File: config.mk
export PLATFORM = sky130hd
export DESIGN_NAME = hpc_playback_regs
export DESIGN_NICKNAME = d
export VERILOG_FILES = /design/src/verilog/hpc_pkg.sv /design/src/verilog/hpc_playback_regs.sv
export SDC_FILE = /design/constraint.sdc
export NUM_CORES = 1
export LEC_CHECK = 0
export ABC_CLOCK_PERIOD_IN_PS = 3250
export BUFFER_PORTS_ARGS = -buffer_cell sky130_fd_sc_hd__buf_4
export CAP_MARGIN = 20
export CORE_MARGIN = 2
export CORE_UTILIZATION = 35
export CTS_CLUSTER_SIZE = 30
export DETAILED_ROUTE_END_ITERATION = 6
export PLACE_DENSITY_LB_ADDON = 0.12
export SLEW_MARGIN = 40
export SYNTH_ARGS = -nofsm -noshare
export SYNTH_HDL_FRONTEND = slang
export SYNTH_SLANG_ARGS = --single-unit
File: constraint.sdc
create_clock -name clk_i -period 3.25 [get_ports clk_i]
set_input_delay 0.65 -clock clk_i [delete_from_list [all_inputs] [get_ports clk_i]]
set_output_delay 0.65 -clock clk_i [all_outputs]
set_load 0.02 [all_outputs]
File: src/verilog/hpc_pkg.sv
package hpc_pkg;

  // Register offsets and field layout
  localparam logic [7:0] HPC_LIB_CFG_OFS  = 8'h0d;
  localparam logic [7:0] HPC_RT_DRIVE_OFS = 8'h0e;
  localparam logic [7:0] HPC_SLOT_ONE_OFS = 8'h0f;

  localparam int HPC_LIB_SEL_BIT  = 7;
  localparam int HPC_INTERVAL_BIT = 5;
  localparam int HPC_ATTEN_LSB    = 0;
  localparam int HPC_DELAY_BIT    = 7;

  localparam logic [7:0] HPC_LIB_CFG_RST  = 8'h00;
  localparam logic [7:0] HPC_RT_DRIVE_RST = 8'h7f;
  localparam logic [7:0] HPC_SLOT_ONE_RST = 8'h01;

  // Mode field codes seen on mode_i
  localparam logic [1:0] HPC_MODE_SEQ  = 2'h0;
  localparam logic [1:0] HPC_MODE_LIVE = 2'h1;

  localparam int HPC_SLOTS = 8;

  // Timing
  localparam int HPC_CLK_PERIOD_NS = 8;
  localparam int HPC_STEP_SLOW_NS  = 5_000_000;
  localparam int HPC_STEP_FAST_NS  = 1_000_000;
  localparam int HPC_WAIT_UNIT_NS  = 10_000_000;
  localparam int HPC_STEP_SLOW_CYC = HPC_STEP_SLOW_NS / HPC_CLK_PERIOD_NS;
  localparam int HPC_STEP_FAST_CYC = HPC_STEP_FAST_NS / HPC_CLK_PERIOD_NS;
  localparam int HPC_WAIT_UNIT_CYC = HPC_WAIT_UNIT_NS / HPC_CLK_PERIOD_NS;
  localparam int HPC_CNT_W         = 21;

  localparam int HPC_FIFO_W = 8;
  localparam int HPC_FIFO_D = 32;

  typedef enum logic [1:0] {
    HPC_IDLE,
    HPC_PLAY,
    HPC_WAIT,
    HPC_LIVE
  } hpc_state_e;

  typedef struct packed {
    logic       we;
    logic       re;
    logic [7:0] addr;
    logic [7:0] wdata;
  } hpc_reg_req_s;

  typedef struct packed {
    logic       valid;
    logic [7:0] data;
  } hpc_reg_rsp_s;

endpackage

File: src/verilog/hpc_playback_regs.sv
`timescale 1ns/100ps
// Contract
// - Library choice bit: 0 closed-loop resonant library, 1 open-loop rotating-mass.
// - Step period bit: 0 gives 5 ms library steps, 1 gives 1 ms.
// - Attenuation codes 0..3 play at 100, 75, 50, 25 percent.
// - Attenuation is not applied in live stream mode.
// - Live stream mode and triggered: drive the real-time value to the load.
// - Host may rewrite the real-time value anytime; each write is applied. While the FIFO is full, only the latest write is sent.
// - The real-time value is a two's-complement signed byte.
// - Fire starts selected process, stays high until done, clearing cancels.
// - Slot delay flag set: idle 10 ms times value; else waveform id.
// - Sequencer starts at slot one, runs up to eight slots, stops at zero.

module hpc_fifo #(
  parameter int W = 8,
  parameter int D = 32
) (
  input  wire logic         clk_i,
  input  wire logic         rst_n_i,
  input  wire logic         in_valid_i,
  output logic              in_ready_o,
  input  wire logic [W-1:0] in_data_i,
  output logic              out_valid_o,
  input  wire logic         out_ready_i,
  output logic [W-1:0]      out_data_o
);
  localparam int AW = $clog2(D);

  typedef struct packed {
    logic [D-1:0][W-1:0] mem;
    logic [AW-1:0]       wp;
    logic [AW-1:0]       rp;
    logic [AW:0]         cnt;
  } hpc_fifo_s;

  hpc_fifo_s st;
  hpc_fifo_s next_st;
  logic      push;
  logic      pop;

  // Count has a spare bit so a full queue and an empty one differ
  // Read data is the stored word itself, so it holds while stalled
  assign in_ready_o  = (st.cnt != (AW+1)'(D));
  assign out_valid_o = (st.cnt != '0);
  assign out_data_o  = st.mem[st.rp];
  assign push        = in_valid_i && in_ready_o;
  assign pop         = out_valid_o && out_ready_i;

  always_comb begin
    next_st = st;
    if (push) begin
      next_st.mem[st.wp] = in_data_i;
      next_st.wp         = (st.wp == AW'(D-1)) ? '0 : st.wp + 1'b1;
    end
    if (pop) begin
      next_st.rp = (st.rp == AW'(D-1)) ? '0 : st.rp + 1'b1;
    end
    if (push && !pop) begin
      next_st.cnt = st.cnt + 1'b1;
    end else if (pop && !push) begin
      next_st.cnt = st.cnt - 1'b1;
    end
  end

  // Storage is cleared too; costs area but keeps every read defined
  always_ff @(posedge clk_i) begin
    if (!rst_n_i) begin
      st <= '0;
    end else begin
      st <= next_st;
    end
  end
endmodule

module hpc_playback_regs #(
  parameter int STEP_SLOW_CYC = hpc_pkg::HPC_STEP_SLOW_CYC,
  parameter int STEP_FAST_CYC = hpc_pkg::HPC_STEP_FAST_CYC,
  parameter int WAIT_UNIT_CYC = hpc_pkg::HPC_WAIT_UNIT_CYC
) (
  input  wire logic                  clk_i,
  input  wire logic                  rst_n_i,
  input  wire hpc_pkg::hpc_reg_req_s reg_req_i,
  output hpc_pkg::hpc_reg_rsp_s      reg_rsp_o,
  input  wire logic [1:0]            mode_i,
  input  wire logic                  fire_set_i,
  input  wire logic                  fire_clear_i,
  output logic                       fire_o,
  input  wire logic [6:0][7:0]       slots_rest_i,
  output logic                       lib_sel_o,
  output logic [6:0]                 lib_id_o,
  output logic                       lib_step_o,
  input  wire logic [7:0]            lib_sample_i,
  input  wire logic                  lib_last_i,
  output logic                       drive_valid_o,
  input  wire logic                  drive_ready_i,
  output logic [7:0]                 drive_data_o
);
  import hpc_pkg::*;

  typedef struct packed {
    logic [7:0]           lib_cfg;
    logic [7:0]           rt_drive;
    logic [7:0]           slot_one;
    logic                 fire;
    hpc_state_e           state;
    logic [2:0]           slot_idx;
    logic [6:0]           wait_left;
    logic [HPC_CNT_W-1:0] cnt;
    logic                 rt_pending;
    logic                 push_v;
    logic [7:0]           push_d;
    hpc_reg_rsp_s         rsp;
    logic                 lib_step;
  } hpc_core_s;

  hpc_core_s st;
  hpc_core_s next_st;
  logic      fifo_in_ready;
  logic [7:0] cur_slot;
  logic       step_tick;
  logic       unit_tick;

  // Slot fetch is used for both the start of playback and each advance
  function automatic logic [7:0] slot_at(input logic [2:0] idx,
                                         input logic [7:0] first,
                                         input logic [6:0][7:0] rest);
    if (idx == 3'h0) begin
      return first;
    end
    return rest[idx - 3'h1];
  endfunction

  // Weight 4,3,2,1 then divide by 4; arithmetic so negative samples stay
  // negative. Truncation toward minus infinity is accepted for small values.
  function automatic logic [7:0] attenuate(input logic [7:0] s,
                                           input logic [1:0] code);
    logic signed [10:0] prod;
    prod = 11'(signed'(s)) * 11'(signed'({1'b0, 3'(3'h4 - {1'b0, code})}));
    return prod[9:2];
  endfunction

  // Slot contents are read live; a host rewrite during play takes effect
  assign cur_slot  = slot_at(st.slot_idx, st.slot_one, slots_rest_i);
  assign step_tick = st.lib_cfg[HPC_INTERVAL_BIT] ?
                     (st.cnt >= HPC_CNT_W'(STEP_FAST_CYC - 1)) :
                     (st.cnt >= HPC_CNT_W'(STEP_SLOW_CYC - 1));
  assign unit_tick = (st.cnt >= HPC_CNT_W'(WAIT_UNIT_CYC - 1));

  always_comb begin
    next_st          = st;
    next_st.rsp      = '0;
    next_st.lib_step = 1'b0;

    // Pending sample leaves once the FIFO takes it; engine stalls until then
    if (st.push_v && fifo_in_ready) begin
      next_st.push_v = 1'b0;
    end

    // All eight bits stored, reserved ones included
    if (reg_req_i.we) begin
      case (reg_req_i.addr)
        HPC_LIB_CFG_OFS:  next_st.lib_cfg  = reg_req_i.wdata;
        HPC_RT_DRIVE_OFS: begin
          next_st.rt_drive   = reg_req_i.wdata;
          next_st.rt_pending = 1'b1;
        end
        HPC_SLOT_ONE_OFS: next_st.slot_one = reg_req_i.wdata;
        default:          next_st.rt_pending = st.rt_pending;
      endcase
    end
    if (reg_req_i.re) begin
      next_st.rsp.valid = 1'b1;
      case (reg_req_i.addr)
        HPC_LIB_CFG_OFS:  next_st.rsp.data = st.lib_cfg;
        HPC_RT_DRIVE_OFS: next_st.rsp.data = st.rt_drive;
        HPC_SLOT_ONE_OFS: next_st.rsp.data = st.slot_one;
        default:          next_st.rsp.data = 8'h00;
      endcase
    end

    case (st.state)
      HPC_IDLE: begin
        // Counter parked at zero: the first step comes a full period later
        next_st.cnt = '0;
        if (fire_set_i) begin
          next_st.fire     = 1'b1;
          next_st.slot_idx = 3'h0;
          if (mode_i == HPC_MODE_LIVE) begin
            next_st.state      = HPC_LIVE;
            next_st.rt_pending = 1'b1;
          end else if (mode_i == HPC_MODE_SEQ) begin
            next_st.state = HPC_PLAY;
          end else begin
            // Other processes belong elsewhere and complete at once
            next_st.fire = 1'b0;
          end
        end
      end

      HPC_LIVE: begin
        // Each write, and the trigger itself, sends the raw value; writes made while the FIFO is full send only the latest
        if (st.rt_pending && !(st.push_v && !fifo_in_ready)) begin
          next_st.push_v = 1'b1;
          next_st.push_d = st.rt_drive;
          next_st.rt_pending = reg_req_i.we &&
                               (reg_req_i.addr == HPC_RT_DRIVE_OFS);
        end
      end

      HPC_PLAY: begin
        // Delay flag goes first, so a zero delay still counts as a wait
        if (cur_slot[HPC_DELAY_BIT]) begin
          next_st.state     = HPC_WAIT;
          next_st.wait_left = cur_slot[6:0];
          next_st.cnt       = '0;
        end else if (cur_slot[6:0] == 7'h00) begin
          next_st.state = HPC_IDLE;
          next_st.fire  = 1'b0;
        end else if (!step_tick) begin
          next_st.cnt = st.cnt + 1'b1;
        end else if (!(st.push_v && !fifo_in_ready)) begin
          next_st.cnt      = '0;
          next_st.push_v   = 1'b1;
          next_st.push_d   = attenuate(lib_sample_i,
                               st.lib_cfg[HPC_ATTEN_LSB +: 2]);
          next_st.lib_step = 1'b1;
          if (lib_last_i) begin
            if (st.slot_idx == 3'(HPC_SLOTS - 1)) begin
              next_st.state = HPC_IDLE;
              next_st.fire  = 1'b0;
            end else begin
              next_st.slot_idx = st.slot_idx + 1'b1;
            end
          end
        end
      end

      HPC_WAIT: begin
        // One idle unit per counter wrap; a zero delay passes straight on
        if (st.wait_left == 7'h00) begin
          next_st.cnt = '0;
          if (st.slot_idx == 3'(HPC_SLOTS - 1)) begin
            next_st.state = HPC_IDLE;
            next_st.fire  = 1'b0;
          end else begin
            next_st.state    = HPC_PLAY;
            next_st.slot_idx = st.slot_idx + 1'b1;
          end
        end else if (unit_tick) begin
          next_st.cnt       = '0;
          next_st.wait_left = st.wait_left - 1'b1;
        end else begin
          next_st.cnt = st.cnt + 1'b1;
        end
      end

      default: next_st.state = HPC_IDLE;
    endcase


    // Software clear aborts at once; a set in the same cycle wins
    if (fire_clear_i && !fire_set_i) begin
      next_st.fire       = 1'b0;
      next_st.state      = HPC_IDLE;
      next_st.rt_pending = 1'b0;
      next_st.cnt        = '0;
    end
  end

  always_ff @(posedge clk_i) begin
    // Register fields take their own reset values after the blanket clear
    if (!rst_n_i) begin
      st          <= '0;
      st.lib_cfg  <= HPC_LIB_CFG_RST;
      st.rt_drive <= HPC_RT_DRIVE_RST;
      st.slot_one <= HPC_SLOT_ONE_RST;
      st.state    <= HPC_IDLE;
    end else begin
      st <= next_st;
    end
  end

  // Queue absorbs host write bursts while the load is busy
  hpc_fifo #(
    .W (HPC_FIFO_W),
    .D (HPC_FIFO_D)
  ) u_fifo (
    .clk_i       (clk_i),
    .rst_n_i     (rst_n_i),
    .in_valid_i  (st.push_v),
    .in_ready_o  (fifo_in_ready),
    .in_data_i   (st.push_d),
    .out_valid_o (drive_valid_o),
    .out_ready_i (drive_ready_i),
    .out_data_o  (drive_data_o)
  );


  // Status and answer outputs come straight from flops, except lib_id_o, which decodes slots_rest_i through cur_slot
  assign reg_rsp_o  = st.rsp;
  assign fire_o     = st.fire;
  assign lib_sel_o  = st.lib_cfg[HPC_LIB_SEL_BIT];
  assign lib_id_o   = st.slot_idx == 3'h0 ? st.slot_one[6:0] : cur_slot[6:0];
  assign lib_step_o = st.lib_step;
endmodule

== After elaboration in Yosys (flattened, before gate mapping) ==
Index checks and enable logic that the tools add are counted.

* Output and inout port bits: 28
* Input bits: 90
* Bits in registers: 350
* Bits in latches: 0
* Memories: 0
* ROM bits: 0
* RAM bits: 0

* $mul: 1
* Mux-type cells: 61
* Shift operators: 0
* Bitwise logic cells: 3
* Reductions and logical operators: 36
* $add $sub $neg: 9
* Magnitude comparators: 7
* Div/mod/pow operators: 0
* Equality and inequality tests: 34

{| class="wikitable"
|+ Operators by type and width
! kind !! count
|-
| bitwise mux 256 bit || 1
|-
| two-way mux 21 bit || 6
|-
| one-hot mux 21 bit (3 select lines) || 1
|-
| two-way mux 9 bit || 5
|-
| two-way mux 6 bit || 7
|-
| binary-select mux 8 bit (select 5 bit) || 1
|-
| demux 8 bit (select 5 bit) || 1
|-
| two-way mux 8 bit || 5
|-
| two-way mux 7 bit || 4
|-
| binary-select mux 8 bit (select 3 bit) || 1
|-
| == test 8 x 4 -> 1 bit (second input constant) || 3
|-
| inequality test 2 bit (second input constant) || 12
|-
| one-hot mux 8 bit (3 select lines) || 1
|-
| adder 21 x 1 -> 21 bit (second input constant) || 1
|-
| greater-or-equal comparator 21 x 17 -> 1 bit (second input constant) || 1
|-
| greater-or-equal comparator 21 x 20 -> 1 bit (second input constant) || 1
|-
| greater-or-equal comparator 21 bit (second input constant) || 1
|-
| inequality test 4 bit (second input constant) || 5
|-
| inequality test 3 bit (second input constant) || 6
|-
| one-hot mux 6 bit (3 select lines) || 1
|-
| one-hot mux 9 bit (2 select lines) || 1
|-
| AND reduction 8 bit || 2
|-
| two-way mux 3 bit || 5
|-
| logical NOT 7 bit || 2
|-
| 37 further kinds || 77
|}

== Depth between registers and ports, before layout ==
* Depth after elaboration: 8
* Depth in mapped cells: 17
* Mapped depth without buffers: 16

== Hierarchy ==
Synthesis repeated with hierarchy kept, for this count alone.

* Cells, all modules: 1930
* Area, all modules: 18163.7 um2

{| class="wikitable"
|+ By module, submodules not included
! module !! area an instance (um2) !! sequential area each (um2) !! cells each !! instances
|-
| hpc_fifo || 12328.1 || 5445.2 || 1204 || 1
|-
| hpc_playback_regs || 5835.6 || 1561.5 || 726 || 1
|}

== Least setup slack after synthesis ==
Ideal clock, no wire load.

* Path kind: register to register
* From: reg st[70] (netlist name)
* To: reg st[16] (netlist name)
* Stages on the path, launching flop included: 18
* Data arrival time: 3358 ps
* Data required time: 3180 ps
* Slack: -178 ps
* Path buffers: 1
* Clock period less this slack: 3428 ps
* Path through: dfxtp_1 clkbuf_1 inv_1 ha_1 and2_1 ha_1 inv_1 fa_1 inv_1 ha_1 nor2b_1 o21ai_0 nand2b_1 a21o_1 a21oi_1 xnor2_1 a22oi_1 a21oi_1

* Cells in the longest elaborated chain, start to end: 7

{| class="wikitable"
|+ RTL lines
! item !! RTL line !! text
|-
| start: declaration || hpc_playback_regs.sv:116 || <nowiki>hpc_core_s st;</nowiki>
|-
| start signal: assignment || hpc_playback_regs.sv:279 || <nowiki>st <= next_st;</nowiki>
|-
| subtractor 3 x 2 -> 3 bit || hpc_playback_regs.sv:138 || <nowiki>prod = 11'(signed'(s)) * 11'(signed'({1'b0, 3'(3'h4 - {1'b0, code})}));</nowiki>
|-
| multiplier 8 x 4 -> 10 bit || hpc_playback_regs.sv:138 ||
|-
| two-way mux 9 bit || hpc_playback_regs.sv:221 || <nowiki>end else if (!(st.push_v && !fifo_in_ready)) begin</nowiki>
|-
| two-way mux 9 bit || hpc_playback_regs.sv:219 || <nowiki>end else if (!step_tick) begin</nowiki>
|-
| two-way mux 9 bit || hpc_playback_regs.sv:216 || <nowiki>end else if (cur_slot[6:0] == 7'h00) begin</nowiki>
|-
| two-way mux 9 bit || hpc_playback_regs.sv:212 || <nowiki>if (cur_slot[HPC_DELAY_BIT]) begin</nowiki>
|-
| one-hot mux 9 bit (2 select lines) || hpc_playback_regs.sv:181 || <nowiki>case (st.state)</nowiki>
|}

No other way between the ends. The select of a mux whose other input is x is not followed.
A chain may end at the register's enable or synchronous reset.

== Final worst setup path ==
* From: reg u_fifo.st[6] (netlist name)
* To: out drive_data_o[1]

* Cells in the longest elaborated chain, start to end: 2

{| class="wikitable"
|+ RTL lines
! item !! RTL line !! text
|-
| start: declaration || hpc_playback_regs.sv:36 || <nowiki>hpc_fifo_s st;</nowiki>
|-
| start signal: assignment || hpc_playback_regs.sv:70 || <nowiki>st <= next_st;</nowiki>
|-
| binary-select mux 8 bit (select 5 bit) || hpc_playback_regs.sv:45 || <nowiki>assign out_data_o = st.mem[st.rp];</nowiki>
|-
| two-way mux 8 bit (not written as such) || hpc_playback_regs.sv:45 ||
|-
| end: declaration || hpc_playback_regs.sv:96 || <nowiki>output logic [7:0] drive_data_o</nowiki>
|}

No other way between the ends. The select of a mux whose other input is x is not followed.

==> flow_metrics.env <==
export IMPL_finalPower_mw=11.5
export IMPL_path_cells="buf_12, buf_12, mux4_2, mux4_2, mux2_2, buf_4"
export IMPL_synthesis_area_sq_mm=0.0176
export IMPL_rows=82
export IMPL_violations="negative setup slack"
export IMPL_end_kind="primary output"
export IMPL_setup_viol=8
export IMPL_gp_congestion=0.804
export IMPL_cts_tree="yes"
export IMPL_cts_sinks=350
export IMPL_path_delay_family="multiplexers"
export IMPL_yosysSeqAreaShare_pct=39.7
export IMPL_wl_met1_um=24600
export IMPL_clkTransAtPathRegs_ns=0.06
export IMPL_fillers=4956
export IMPL_p_int_mw=8.32
export IMPL_slew_viol_final=0
export IMPL_tightest_slew_ns=0.780
export IMPL_drt_wl_total_um=50400
export IMPL_first_iter_violations=969
export IMPL_initial_core_util_pct=35.3
export IMPL_drc=0
export IMPL_cap_violations=0
export IMPL_leakagePower_nw=7.36
export IMPL_max_stage_delay_ns=0.56
export IMPL_root_buffer="clkbuf_16"
export IMPL_ys_async_sr_fraction_pct=0
export IMPL_setup_ws_ns=-0.178
export IMPL_wl_met2_um=22800
export IMPL_rr_worst_depth=14
export IMPL_p_switching_mw=3.19
export IMPL_maxSlewHeadroom_pct=47.9
export IMPL_drive_gt1_share_pct=23.0
export IMPL_hold_viol=0
export IMPL_pwr_share_comb_pct=20.9
export IMPL_vias_per_cell=5.28
export IMPL_vdd_drop_max_mv=0.274
export IMPL_clock_latency_ns=0.56
export IMPL_io_buffers=117
export IMPL_min_from="reg_req_i[4]"
export IMPL_fin_skew_ns=0.0154
export IMPL_grt_pass1_wl_um=78700
export IMPL_crit_fanout=7
export IMPL_antenna_found_initial=3
export IMPL_fp_dieH_um=229
export IMPL_seq_area_sq_mm=0.00702
export IMPL_hold_path_class="primary input to register"
export IMPL_cp_arrival_ns=2.78
export IMPL_vias=13800
export IMPL_yosys_register_bits=350
export IMPL_postPlaceCellArea_sq_mm=0.0194
export IMPL_ant_nets=0
export IMPL_die_area_sq_mm=0.0522
export IMPL_syn_nets=1960
export IMPL_grt_usage_pct=19.1
export IMPL_min_to="st[66]"
export IMPL_grt_setup_unrepaired="yes"
export IMPL_ios=118
export IMPL_seqPwrFrac_pct=38.9
export IMPL_fp_coreArea_sq_mm=0.0500
export IMPL_reg2reg_from="st[71]"
export IMPL_finalCriticalPeriod_ns=3.43
export IMPL_overflow=0
export IMPL_synthCells=1825
export IMPL_layout_nets=2045
export IMPL_postLayoutCellArea_sq_mm=0.0211
export IMPL_grt_max_degree=131
export IMPL_grt_pass1_vias=13600
export IMPL_met3WireLength_um=2190
export IMPL_multiInputGateArea_sq_mm=0.0100
export IMPL_startpoint_type="register"
export IMPL_cts_made_buffers=41
export IMPL_ys_warn_count=0
export IMPL_finalCritPeriodShare_pct=105
export IMPL_hold_depth=3
export IMPL_p_sw_share_pct=27.7
export IMPL_power_density_mw_per_mm2=546
export IMPL_slowest_stage="mux4_2"
export IMPL_dpl_hpwl_um=32900
export IMPL_syn_to_final_growth_pct=19.6
export IMPL_outcome="finished with violations"
export IMPL_fmax_mhz=292
export IMPL_n_antenna_cell=0
export IMPL_syn_avg_cell_area_sq_um=9.67
export IMPL_worstPathRequired_ns=2.60
export IMPL_crit_buf_inv=3
export IMPL_dpl_worst_slack_ns=-0.0719
export IMPL_path_class="register to primary output"
export IMPL_htree_levels=2
export IMPL_timing_rr_end="st[17]"
export IMPL_wire_per_inst_um=19.3
export IMPL_placedCellCount=2527
export IMPL_synth_distinct_cells=90
export IMPL_synth_edf_count=0
export IMPL_fin_util_pct=42.2
export IMPL_clkPwrFrac_pct=40.2
export IMPL_cts_hold_buf=0
export IMPL_synth_flop_cell="dfxtp_1"
export IMPL_clock_path_buffers=3
export IMPL_die_w_um=229
export IMPL_instances_no_fill=2611
export IMPL_highest_signal_layer="met5"
export IMPL_dr_pass1_iters=7
export IMPL_r2r_slack_ns=0.20
flip-flops by register name (all words and copies together) (netlist names):
name        count
fire_o          1
reg_rsp_o       9
u_fifo.st     272
st             66
lib_sel_o       1
lib_step_o      1
synthesized netlist by cell type, types with 10 or more instances:
library cell	n	area [sq um]
a21oi_1	89	445
a31oi_1	11	68.8
a32o_1	17	170
and2_1	21	131
and3_1	15	93.8
buf_1	16	60.1
buf_4	11	82.6
clkbuf_1	105	394
dfxtp_1	350	7010
ha_1	37	463
inv_1	50	188
mux2_2	10	113
mux2i_1	234	2340
mux4_2	86	1940
nand2_1	125	469
nand3_1	36	180
nor2_1	321	1200
nor3_1	10	50.1
nor4_1	10	62.6
o21ai_0	70	350
xnor2_1	13	114
cells by family after synthesis:
kind of cell / Yosys count / share of synthesized area (%)
fa+ha+maj: 45 / 3.53
compound gates: 269 / 10.2
xor+xnor: 17 / 0.950
simple gates: 611 / 15.7
flops: 350 / 39.7
mux: 334 / 25.1
buf+inv: 199 / 4.75
worst max-delay path by stage:
stage | start | endpoint | cells after the start
detailed placement | lib_sample_i[2] | st[16] | 14
global route | u_fifo.st[6] | drive_data_o[3] | 6
CTS | u_fifo.st[6] | drive_data_o[2] | 5
global placement | lib_sample_i[3] | st[16] | 15
finish | u_fifo.st[6] | drive_data_o[1] | 6
floorplan | st[70] | st[16] | 17
per-stage QoR:
stage / hold WS [ns] / TNS (ns)
5_1_grt: 0.329 / -1.71
6_report: 0.325 / -1.29
4_1_cts: 0.297 / -1.86
2_1_floorplan: 0.436 / 0
3_3_place_gp: 0.442 / -0.0101
3_5_place_dp: 0.446 / -0.0719
repair_timing:
action                                  CTS  global route
buffers inserted                          5             4
gates resized for setup                  13            40
hold endpoints to repair                  0             0
pin swaps                                 4            14
cloned                                    0             3
endpoints found under the setup margin   12            44
placed cells by master (no fill, tap or decap), types with 7 or more instances in the layout:
master     count
nor4_1        10
mux4_2        86
o21ai_0       68
fa_1           7
nand3_1       36
a31oi_1       11
a32o_1        17
and2_1        21
and3_1        14
xnor2_1       13
or3_1          7
nor2_2        28
nand3b_1       9
dfxtp_2        9
nor2_1       293
nor3b_1        9
a222oi_1       8
nor3_1        10
clkbuf_16     44
mux2i_1      233
buf_12         7
buf_6          7
ha_1          30
a21oi_1       85
dfxtp_1      340
clkbuf_8      10
clkbuf_1      12
buf_4        167
inv_1         46
nand2_1      124
tightest hold or removal path, stage by stage:
cell and delay [ns]:
buf_4 0.09, nand2_1 0.04, nand3_1 0.06
power groups by stage:
stage                     Combinational [mW]  Sequential, mW  Clock, mW
final                                   2.41            4.48       4.63
after global routing                    2.63            4.50       4.92
after CTS                               2.21            4.49       4.78
after detailed placement                2.12            4.61          0
after global placement                  2.09            4.61          0
after floorplan                         1.52            4.53          0
layout make-up:
| cell class | count | area share, % |
|---|---|---|
| timing repair buffer | 189 | 7.87 |
| multi-input combinational | 1276 | 47.6 |
| sequential | 350 | 33.3 |
| clock inverter | 9 | 0.605 |
| inverter | 52 | 0.972 |
| tap | 672 | 3.98 |
| clock buffer | 63 | 5.73 |
metal layers:
metal,vias to the layer above,global-route usage [%]
met3,58,2.63
met4,2,5.33
met5,-,0
met2,283,29.9
li1,6659,-
met1,6773,27.4
Note: power is estimated with default switching activity, not from simulation.
